===== src/pkg/adcm_map.svh =====
// Named constants of the converter control block.
// Assumes inclusion by bare name from package and design files.
`ifndef ADCM_MAP_SVH
`define ADCM_MAP_SVH
`define ADCM_MOD_DIV 6
`define ADCM_OSR 64
`define ADCM_ORDER 5
`define ADCM_SETTLE 5
`define ADCM_WORD_W 24
`define ADCM_CH_ONE 2'h0
`define ADCM_CH_TWO 2'h1
`define ADCM_CH_THREE 2'h2
`define ADCM_CH_FOUR 2'h3
`define ADCM_ST_IDLE 2'h0
`define ADCM_ST_READY 2'h1
`define ADCM_ST_SHIFT 2'h3
`endif


===== src/pkg/adcm_pkg.sv =====
// Types of the converter control block.
// Assumes adcm_map.svh on the include path.
`include "adcm_map.svh"
package adcm_pkg;
    typedef struct packed {
        logic high;
        logic low;
    } adcm_sel_t;
    typedef enum logic [1:0] {
        INPUT_ONE = `ADCM_CH_ONE,
        INPUT_TWO = `ADCM_CH_TWO,
        INPUT_THREE = `ADCM_CH_THREE,
        INPUT_FOUR = `ADCM_CH_FOUR
    } adcm_chan_t;
    typedef enum logic [1:0] {
        ST_IDLE = `ADCM_ST_IDLE,
        ST_READY = `ADCM_ST_READY,
        ST_SHIFT = `ADCM_ST_SHIFT
    } adcm_state_t;
endpackage


===== src/design/adcm_top.sv =====
// Channel select, restart, settling and serial readout around the filter.
// Assumes pins asynchronous to clk_sys_i and a modulator bit per divided tick.
// What this block does
// - Select pins map high/low 00,01,10,11 to inputs one to four.
// - Select pins sampled on clock falling edge; any change restarts conversion.
// - First ready after a change carries data of the new channel.
// - Ready raised only after five conversions following a restart.
// - New result in output register drives data/ready pin low.
// - A settled 24-bit filter result is written into the output register only when no word is pending or being read.
// - Modulator rate is clock over six; one word per 64 modulator cycles.
// - Word shifts out on the reader-supplied serial clock.
`timescale 1ns/1ns
`default_nettype none
`include "adcm_map.svh"
module adcm_top #(
    parameter int MOD_DIV = `ADCM_MOD_DIV,
    parameter int OSR = `ADCM_OSR,
    parameter int SETTLE = `ADCM_SETTLE
) (
    // Clock and reset
    input wire logic clk_sys_i,
    input wire logic nrst_i,
    // Channel select pins
    input wire logic input_select_high_i,
    input wire logic input_select_low_i,
    // Modulator side
    input wire logic mod_bit_i,
    output logic mod_clk_o,
    output adcm_pkg::adcm_chan_t mux_sel_o,
    // Serial readout
    input wire logic sclk_i,
    output logic result_out_and_ready_pin_o,
    output logic result_ready_flag_o
);
    localparam int WORD_W = `ADCM_WORD_W;
    localparam int DIV_W = $clog2(MOD_DIV);
    localparam int SET_W = $clog2(SETTLE + 1);
    localparam int BIT_W = $clog2(WORD_W + 1);
    generate
        if (MOD_DIV < 2 || SETTLE < 1) begin : g_bad
            $error("adcm_top: unsupported parameters");
        end
    endgenerate
    logic rst_s1;
    logic rst_n;
    always_ff @(posedge clk_sys_i or negedge nrst_i) begin
        if (!nrst_i) begin
            rst_s1 <= 1'b0;
            rst_n <= 1'b0;
        end else begin
            rst_s1 <= 1'b1;
            rst_n <= rst_s1;
        end
    end
    // Pin synchronisers; first stages feed only second stages
    adcm_pkg::adcm_sel_t sel_s1, sel_s2, sel_neg;
    logic bit_s1, bit_s2, sclk_s1, sclk_s2, sclk_s3;
    logic sclk_rise, sclk_fall;
    always_ff @(posedge clk_sys_i or negedge rst_n) begin
        if (!rst_n) begin
            sel_s1 <= '0;
            sel_s2 <= '0;
            bit_s1 <= 1'b0;
            bit_s2 <= 1'b0;
            sclk_s1 <= 1'b0;
            sclk_s2 <= 1'b0;
            sclk_s3 <= 1'b0;
        end else begin
            sel_s1 <= '{high: input_select_high_i, low: input_select_low_i};
            sel_s2 <= sel_s1;
            bit_s1 <= mod_bit_i;
            bit_s2 <= bit_s1;
            sclk_s1 <= sclk_i;
            sclk_s2 <= sclk_s1;
            sclk_s3 <= sclk_s2;
        end
    end
    assign sclk_rise = sclk_s2 && !sclk_s3;
    assign sclk_fall = !sclk_s2 && sclk_s3;
    always_ff @(negedge clk_sys_i or negedge rst_n) begin
        if (!rst_n) begin
            sel_neg <= '0;
        end else begin
            sel_neg <= sel_s2;
        end
    end
    // Change detection and restart
    logic restart;
    always_ff @(posedge clk_sys_i or negedge rst_n) begin
        if (!rst_n) begin
            mux_sel_o <= adcm_pkg::INPUT_ONE;
            restart <= 1'b0;
        end else begin
            restart <= (sel_neg != mux_sel_o);
            mux_sel_o <= adcm_pkg::adcm_chan_t'(sel_neg);
        end
    end
    // Modulator clock divider
    logic [DIV_W-1:0] div_cnt;
    logic mod_tick;
    assign mod_tick = (div_cnt == DIV_W'(MOD_DIV - 1));
    always_ff @(posedge clk_sys_i or negedge rst_n) begin
        if (!rst_n) begin
            div_cnt <= '0;
            mod_clk_o <= 1'b0;
        end else begin
            div_cnt <= mod_tick ? '0 : div_cnt + 1'b1;
            mod_clk_o <= (div_cnt < DIV_W'(MOD_DIV / 2));
        end
    end
    logic f_valid;
    logic [WORD_W-1:0] f_word;
    adcm_sinc5 #(
        .OSR(OSR),
        .ORDER(`ADCM_ORDER),
        .WORD_W(WORD_W)
    ) u_filter (
        .clk_i(clk_sys_i),
        .rst_n_i(rst_n),
        .clear_i(restart),
        .in_valid_i(mod_tick),
        .in_bit_i(bit_s2),
        .out_valid_o(f_valid),
        .out_word_o(f_word)
    );
    // Settling count: words before the fifth are withheld
    logic [SET_W-1:0] settle_cnt;
    logic settled;
    assign settled = (settle_cnt == SET_W'(SETTLE - 1));
    always_ff @(posedge clk_sys_i or negedge rst_n) begin
        if (!rst_n) begin
            settle_cnt <= '0;
        end else if (restart) begin
            settle_cnt <= '0;
        end else if (f_valid && !settled) begin
            settle_cnt <= settle_cnt + 1'b1;
        end
    end
    // Readout; a word arriving mid-read is dropped
    adcm_pkg::adcm_state_t state;
    logic [WORD_W-1:0] shreg;
    logic [BIT_W-1:0] bit_cnt;
    logic load;
    assign load = f_valid && settled && !restart && state == adcm_pkg::ST_IDLE;
    always_ff @(posedge clk_sys_i or negedge rst_n) begin
        if (!rst_n) begin
            state <= adcm_pkg::ST_IDLE;
            shreg <= '0;
            bit_cnt <= '0;
            result_out_and_ready_pin_o <= 1'b1;
            result_ready_flag_o <= 1'b0;
        end else if (restart) begin
            // Reader is expected not to switch mid-read, so abort is safe
            state <= adcm_pkg::ST_IDLE;
            result_out_and_ready_pin_o <= 1'b1;
            result_ready_flag_o <= 1'b0;
        end else begin
            unique case (state)
                adcm_pkg::ST_IDLE: begin
                    if (load) begin
                        shreg <= f_word;
                        bit_cnt <= '0;
                        result_out_and_ready_pin_o <= 1'b0;
                        result_ready_flag_o <= 1'b1;
                        state <= adcm_pkg::ST_READY;
                    end
                end
                adcm_pkg::ST_READY, adcm_pkg::ST_SHIFT: begin
                    if (sclk_rise && bit_cnt != BIT_W'(WORD_W)) begin
                        result_out_and_ready_pin_o <= shreg[WORD_W-1];
                        shreg <= {shreg[WORD_W-2:0], 1'b0};
                        bit_cnt <= bit_cnt + 1'b1;
                        result_ready_flag_o <= 1'b0;
                        state <= adcm_pkg::ST_SHIFT;
                    end else if (sclk_fall && bit_cnt == BIT_W'(WORD_W)) begin
                        result_out_and_ready_pin_o <= 1'b1;
                        state <= adcm_pkg::ST_IDLE;
                    end
                end
            endcase
        end
    end
    a_chan_map: assert property (@(posedge clk_sys_i) disable iff (!rst_n)
        1'b1 |=> mux_sel_o == $past(sel_neg))
        else $error("channel select mismatch");
    a_change_restart: assert property (@(posedge clk_sys_i) disable iff (!rst_n)
        (sel_neg != mux_sel_o) |=> restart)
        else $error("channel change without restart");
    a_restart_quiet: assert property (@(posedge clk_sys_i) disable iff (!rst_n)
        restart |=> (state == adcm_pkg::ST_IDLE && settle_cnt == '0 && !result_ready_flag_o))
        else $error("stale ready after restart");
    a_settle_five: assert property (@(posedge clk_sys_i) disable iff (!rst_n)
        load |-> settle_cnt == SET_W'(SETTLE - 1))
        else $error("ready before settling");
    a_ready_low: assert property (@(posedge clk_sys_i) disable iff (!rst_n)
        load |=> (!result_out_and_ready_pin_o && result_ready_flag_o)[*2])
        else $error("pin not low on new data");
    a_word_latch: assert property (@(posedge clk_sys_i) disable iff (!rst_n)
        load |=> shreg == $past(f_word))
        else $error("result not latched");
    a_mod_rate: assert property (@(posedge clk_sys_i) disable iff (!rst_n)
        mod_tick |=> !mod_tick [*5] ##1 mod_tick)
        else $error("modulator rate wrong");
    a_shift_msb: assert property (@(posedge clk_sys_i) disable iff (!rst_n)
        (sclk_rise && !restart && state != adcm_pkg::ST_IDLE && bit_cnt != BIT_W'(WORD_W))
        |=> result_out_and_ready_pin_o == $past(shreg[WORD_W-1]))
        else $error("serial bit wrong");
    c_restart: cover property (@(posedge clk_sys_i) disable iff (!rst_n) restart);
    c_load: cover property (@(posedge clk_sys_i) disable iff (!rst_n) load);
    c_read_done: cover property (@(posedge clk_sys_i) disable iff (!rst_n)
        state == adcm_pkg::ST_SHIFT ##1 state == adcm_pkg::ST_IDLE);
endmodule
`default_nettype wire


===== src/design/adcm_sinc5.sv =====
// Cascaded integrator-comb averaging filter with decimation.
// Assumes one input bit per in_valid pulse, all on one clock.
`timescale 1ns/1ns
`default_nettype none
`include "adcm_map.svh"
module adcm_sinc5 #(
    parameter int OSR = `ADCM_OSR,
    parameter int ORDER = `ADCM_ORDER,
    parameter int WORD_W = `ADCM_WORD_W
) (
    // Clock and reset
    input wire logic clk_i,
    input wire logic rst_n_i,
    // Control
    input wire logic clear_i,
    // Bitstream in
    input wire logic in_valid_i,
    input wire logic in_bit_i,
    // Word out
    output logic out_valid_o,
    output logic [WORD_W-1:0] out_word_o
);
    localparam int LOG_OSR = $clog2(OSR);
    localparam int ACC_W = ORDER * LOG_OSR + 1;
    generate
        if ((1 << LOG_OSR) != OSR || ORDER < 1 || WORD_W > ACC_W - 1) begin : g_bad
            $error("adcm_sinc5: unsupported parameters");
        end
    endgenerate
    logic [ACC_W-1:0] integ [1:ORDER];
    logic [ACC_W-1:0] dly [0:ORDER-1];
    logic [ACC_W-1:0] comb [0:ORDER];
    logic [LOG_OSR-1:0] dec_cnt;
    logic dec_tick;
    logic [WORD_W-1:0] next_word;
    assign dec_tick = in_valid_i && (dec_cnt == LOG_OSR'(OSR - 1));
    always_ff @(posedge clk_i or negedge rst_n_i) begin
        if (!rst_n_i) begin
            dec_cnt <= '0;
        end else if (clear_i) begin
            dec_cnt <= '0;
        end else if (in_valid_i) begin
            dec_cnt <= dec_cnt + 1'b1;
        end
    end
    genvar k;
    generate
        for (k = 1; k <= ORDER; k++) begin : g_stage
            logic [ACC_W-1:0] stage_in;
            if (k == 1) begin : g_first
                assign stage_in = {{(ACC_W-1){1'b0}}, in_bit_i};
            end else begin : g_next
                assign stage_in = integ[k-1];
            end
            always_ff @(posedge clk_i or negedge rst_n_i) begin
                if (!rst_n_i) begin
                    integ[k] <= '0;
                    dly[k-1] <= '0;
                end else if (clear_i) begin
                    integ[k] <= '0;
                    dly[k-1] <= '0;
                end else begin
                    if (in_valid_i) begin
                        integ[k] <= integ[k] + stage_in;
                    end
                    if (dec_tick) begin
                        dly[k-1] <= comb[k-1];
                    end
                end
            end
        end
    endgenerate
    always_comb begin
        comb[0] = integ[ORDER];
        for (int i = 1; i <= ORDER; i++) begin
            comb[i] = comb[i-1] - dly[i-1];
        end
        // Full scale lands one past the word range, so it saturates
        if (comb[ORDER][ACC_W-1]) begin
            next_word = '1;
        end else begin
            next_word = comb[ORDER][ACC_W-2 -: WORD_W];
        end
        next_word[WORD_W-1] = ~next_word[WORD_W-1];
    end
    always_ff @(posedge clk_i or negedge rst_n_i) begin
        if (!rst_n_i) begin
            out_valid_o <= 1'b0;
            out_word_o <= '0;
        end else begin
            out_valid_o <= dec_tick && !clear_i;
            if (dec_tick && !clear_i) begin
                out_word_o <= next_word;
            end
        end
    end
    a_filter_clear: assert property (@(posedge clk_i) disable iff (!rst_n_i)
        clear_i |=> (dec_cnt == '0 && integ[ORDER] == '0 && !out_valid_o))
        else $error("filter state not cleared");
    a_word_rate: assert property (@(posedge clk_i) disable iff (!rst_n_i)
        out_valid_o |-> dec_cnt == '0)
        else $error("word out of decimation step");
endmodule
`default_nettype wire


===== config.mk =====
export PLATFORM = sky130hd
export DESIGN_NAME = adcm_top
export DESIGN_NICKNAME = d
export VERILOG_FILES = /design/src/pkg/adcm_pkg.sv /design/src/design/adcm_top.sv /design/src/design/adcm_sinc5.sv
export VERILOG_INCLUDE_DIRS = /design/src /design/src/pkg
export SDC_FILE = /design/constraint.sdc
export NUM_CORES = 1
export LEC_CHECK = 0
export ABC_AREA = 1
export BUFFER_PORTS_ARGS = -buffer_cell sky130_fd_sc_hd__buf_2
export CAP_MARGIN = 40
export CORE_UTILIZATION = 45
export DETAILED_ROUTE_END_ITERATION = 8
export GPL_TIMING_DRIVEN = 0
export PLACE_DENSITY = 0.6
export SYNTH_ARGS = -nofsm -noshare
export SYNTH_HDL_FRONTEND = slang
export SYNTH_SLANG_ARGS = --single-unit

===== constraint.sdc =====
create_clock -name clk_sys_i -period 13.9 [get_ports clk_sys_i]
set_clock_uncertainty 0.1 [all_clocks]
set_input_delay 1.39 -clock clk_sys_i [delete_from_list [all_inputs] [get_ports clk_sys_i]]
set_output_delay 1.39 -clock clk_sys_i [all_outputs]
set_load 0.005 [all_outputs]

# ---- Yosys cells after proc, flatten, opt, wreduce, memory -nomap -nowiden
# Index checks and enable logic that the tools add are counted.
dict set report totals {
  regBits 397
  output_inout_bits 5
}
dict set report op_classes {
  add_sub_neg 14
  order_cmp 1
  eq_ne 13
  mux 46
  bitwise 2
  n_reduce_logical 22
}
# cell count
set ops {}
lappend ops {{two-way mux 31 bit} 20}
lappend ops {{subtractor 31 bit} 5}
lappend ops {{adder 31 bit} 4}
lappend ops {{two-way mux 24 bit} 3}
lappend ops {{one-hot mux 24 bit (2 select lines)} 1}
lappend ops {{adder 31 x 1 -> 31 bit} 1}
lappend ops {{two-way mux 6 bit} 2}
lappend ops {{logical AND 1 bit} 10}
lappend ops {{two-way mux 5 bit} 2}
lappend ops {{one-hot mux 5 bit (2 select lines)} 1}
lappend ops {{two-way mux 3 bit} 3}
lappend ops {{two-way mux 2 bit} 4}
lappend ops {{two-way mux 1 bit} 7}
lappend ops {{adder 3 x 1 -> 3 bit, second input constant} 2}
lappend ops {{adder 6 x 1 -> 6 bit, second input constant} 1}
lappend ops {{== test 3 bit, second input constant} 2}
lappend ops {{== test 6 bit, second input constant} 1}
lappend ops {{inequality test 3 bit, second input constant} 2}
lappend ops {{nonzero test 2 bit} 3}
lappend ops {{adder 5 x 1 -> 5 bit, second input constant} 1}
lappend ops {{== test 5 bit, second input constant} 1}
lappend ops {{inequality test 5 bit, second input constant} 1}
lappend ops {{logical NOT 1 bit} 4}
lappend ops {{inequality test 2 bit, second input constant} 2}
lappend ops {{12 further kinds} 15}

# ---- Depth between registers and ports, before layout
dict set report logic_depth {
  ltp_word 7
  ltp_mapped 53
  mapped_depth_nobuf 52
}

# ---- Hierarchy
# A second synthesis with hierarchy kept.
dict set report hier_totals {
  hier_cells 3922
  area_unflattened_um2 29315.6
}
# mod instances cells_per_inst area_each_um2 seq_area_each_um2
set by_module_without_submodules {}
lappend by_module_without_submodules {adcm_sinc5 1 3694 26879.5 8533.2}
lappend by_module_without_submodules {adcm_top 1 228 2436.1 1402.6}

==> results_dict.tcl <==
set metrics [dict create \
    outcome "completed" \
    crit_type "reg -> reg" \
    path_buf_inv 10 \
    nets 4292 \
    leakagePower_nw 16.7 \
    crit_path_frequent_cell "inv_1" \
    yosys.area.top_type "dfrtp_1" \
    async_flop_share_pct 100 \
    timing.hold.ws_ns 0.183 \
    start_kind "flop" \
    synth_common_cells "nand2_1, inv_1, dfrtp_1, a21oi_1, o21ai_0" \
    drc 0 \
    yosys_warnings 0 \
    port_buffers 10 \
    slowest_stage "fa_1" \
    cts_buffers 48 \
    dpl_cell_area_um2 30300 \
    start_util_pct 45.8 \
    synth_top_area_share_pct 34.0 \
    fin_crit_sh_pct 69.4 \
    fp.dieW_um 256 \
    synth-main-ff-cell "dfrtp_1" \
    final_util_pct 50.5 \
    drt.antenna.violating_nets 0 \
    finalSetupViolations 0 \
    clk_pin_slew_ns 0.06 \
    fmax_mhz 104 \
    seq_area_frac_synth_pct 34.3 \
    initialDrtViolationCount 1743 \
    coreArea_um2 63300 \
    dieHeight_um 256 \
    stdcell_area_um2 32000 \
    cts_max_level 2 \
    clkLatencyLatePin_ns 0.60 \
    placementRows 92 \
    slowest_delay_ns 0.44 \
    max-cap-violations 0 \
    end_kind "flop" \
    cts.sink_count 397 \
    postCtsHoldBufs 0 \
    wirelength_um 80300 \
    clockRootBuffer "clkbuf_16" \
    route.vias.total 25800 \
    finalWorstSetupSlack_ns 4.25 \
    cp_max_fo 10 \
    rsz0062_at_grt "false" \
    maxSlewHeadroom_pct 38.6 \
    fin_cells 4887 \
    synth-edff-count 0 \
    synth_cell_types 62 \
    synth_area_um2 29000 \
    cts_tree "built" \
    critPathTopFamily "compound AO/OA/AOI/OAI gates" \
    multi_input_area_um2 16700 \
    place_ws_ns 4.36 \
    finalMaxSlewViolations 0 \
    grt_start_max_net_pins 65 \
    yosysMostFrequentCell "nand2_1" \
    worst_pin_slew_ns 0.920 \
    post_cts_buffers 0 \
    ys_seq_elements 397 \
    layout_min_cycle_time_ns 9.65 \
    drt-vias-per-instance 5.28 \
    ir_drop_uv 77.5 \
    area_delta_synth_final_pct 10.4 \
    syn_nets 4221 \
    fillers 6341 \
    clk_path_buf_depth 3 \
    setup_tns_ns 0 \
    dpl.hpwl_um 63200 \
    grt_pass1_wl_um 131000 \
    worst_ep_required_time_ns 14.30 \
    hold_viol_final 0 \
    post_cts_resized 0 \
    ff_latch_area_um2 9940 \
    antenna_found_initial 2 \
    grt.total_usage_pct 24.7 \
    die_area_um2 65400 \
    hold_path_class "reg -> async" \
    syn_area_per_cell_um2 7.37 \
    gp_congestion 0.940 \
    grt_remaining_overflow 0 \
    dr.pass1.iters 6 \
    wl_per_cell_um 16.4 \
    powerDensity_nw_per_um2 80.5 \
    cp.arrival_ns 10.05 \
    synthCells 3931 \
    drive_gt1_share_pct 4.55 \
    io_pins 11 \
    synthTopCellsByArea "dfrtp_1, ha_1, nand2_1" \
    place_inst 4798 \
    grt_pass1_vias 25200 \
    finalPower_mw 2.58 \
]
-- sequential cells by signal, summed over array words and instances, names as in the netlist, 2 cells and up --
| register | cells |
|---|---|
| sel_s2 | 2 |
| sel_s1 | 2 |
| mux_sel_o | 2 |
| u_filter.dly | 155 |
| settle_cnt | 3 |
| u_filter.out_word_o | 24 |
| u_filter.comb | 31 |
| u_filter.dec_cnt | 6 |
| bit_cnt | 5 |
| div_cnt | 3 |
| state | 2 |
| sel_neg | 2 |
| u_filter.g_stage.stage_in | 124 |
| shreg | 24 |
-- final timing paths --
| path | startpoint | endpoint | slack, ns | depth (start not counted) |
|---|---|---|---|---|
| worst max-delay path | u_filter.comb[155] | u_filter.out_word_o[20] | 4.25 | 49 |
| min in group clk_sys_i | rst_s1 | rst_n | 0.25 | 0 |
| max in group asynchronous | rst_n | sel_neg[1] | 5.63 | 2 |
| worst min register to register | rst_n | u_filter.dly[131] | 0.18 | 0 |
| worst min-delay path | rst_n | u_filter.dly[131] | 0.18 | 0 |
| worst max register to register | u_filter.comb[155] | u_filter.out_word_o[20] | 4.25 | 49 |
-- layer usage --
layer | vias to the layer above | share of wire (%) | global-route usage, % | wire length [um]
li1 | 13300 | - | - | -
met1 | 12000 | 48 | 33.9 | 38300
met4 | 2 | 2.2 | 6.34 | 1730
met2 | 371 | 46 | 41.1 | 37300
met5 | - | 0.016 | 0 | 13
met3 | 95 | 3.7 | 3.00 | 3010
-- power by group --
part           switching, mW  leakage, nW  internal (mW)
Clock                  0.540        0.800          0.781
Combinational         0.0763         10.4         0.0157
Sequential           0.00305         5.51           1.16
-- kinds of logic (layout without fill, tap and decap cells) --
group	after synthesis	in the layout	synth area share [%]
AND/OR/NAND/NOR	1455	1455	21.1
AO/OA/AOI/OAI	1014	1014	19.4
buffers and inverters	631	740	8.27
flip-flops	397	397	34.3
adder cells (fa/ha/maj)	284	284	12.5
XOR/XNOR	149	149	4.50
other	1	2	0.0129
-- cell usage in the layout, fill, tap and decap left out, drive strengths merged, types with 27 or more instances in the layout --
cell	count
o22ai	68
dfrtp	394
nand3	128
nand2	877
a31oi	46
xor2	92
a21oi	394
xnor2	57
buf	31
inv	543
nand4	33
or2	27
o21ai	366
clkbuf	144
nor2	314
nor3	40
ha	276
-- cell type report --
| class | count | share of cell area (%) |
|---|---|---|
| Antenna cell | 1 | 0.00782 |
| Buffer | 85 | 1.09 |
| Clock buffer | 69 | 4.41 |
| Clock inverter | 19 | 0.767 |
| Inverter | 546 | 6.41 |
| Multi-Input combinational cell | 2903 | 52.1 |
| Sequential cell | 397 | 31.1 |
| Tap cell | 846 | 3.31 |
| Timing Repair Buffer | 21 | 0.880 |
No activity file was read; power rests on OpenSTA's default activity.
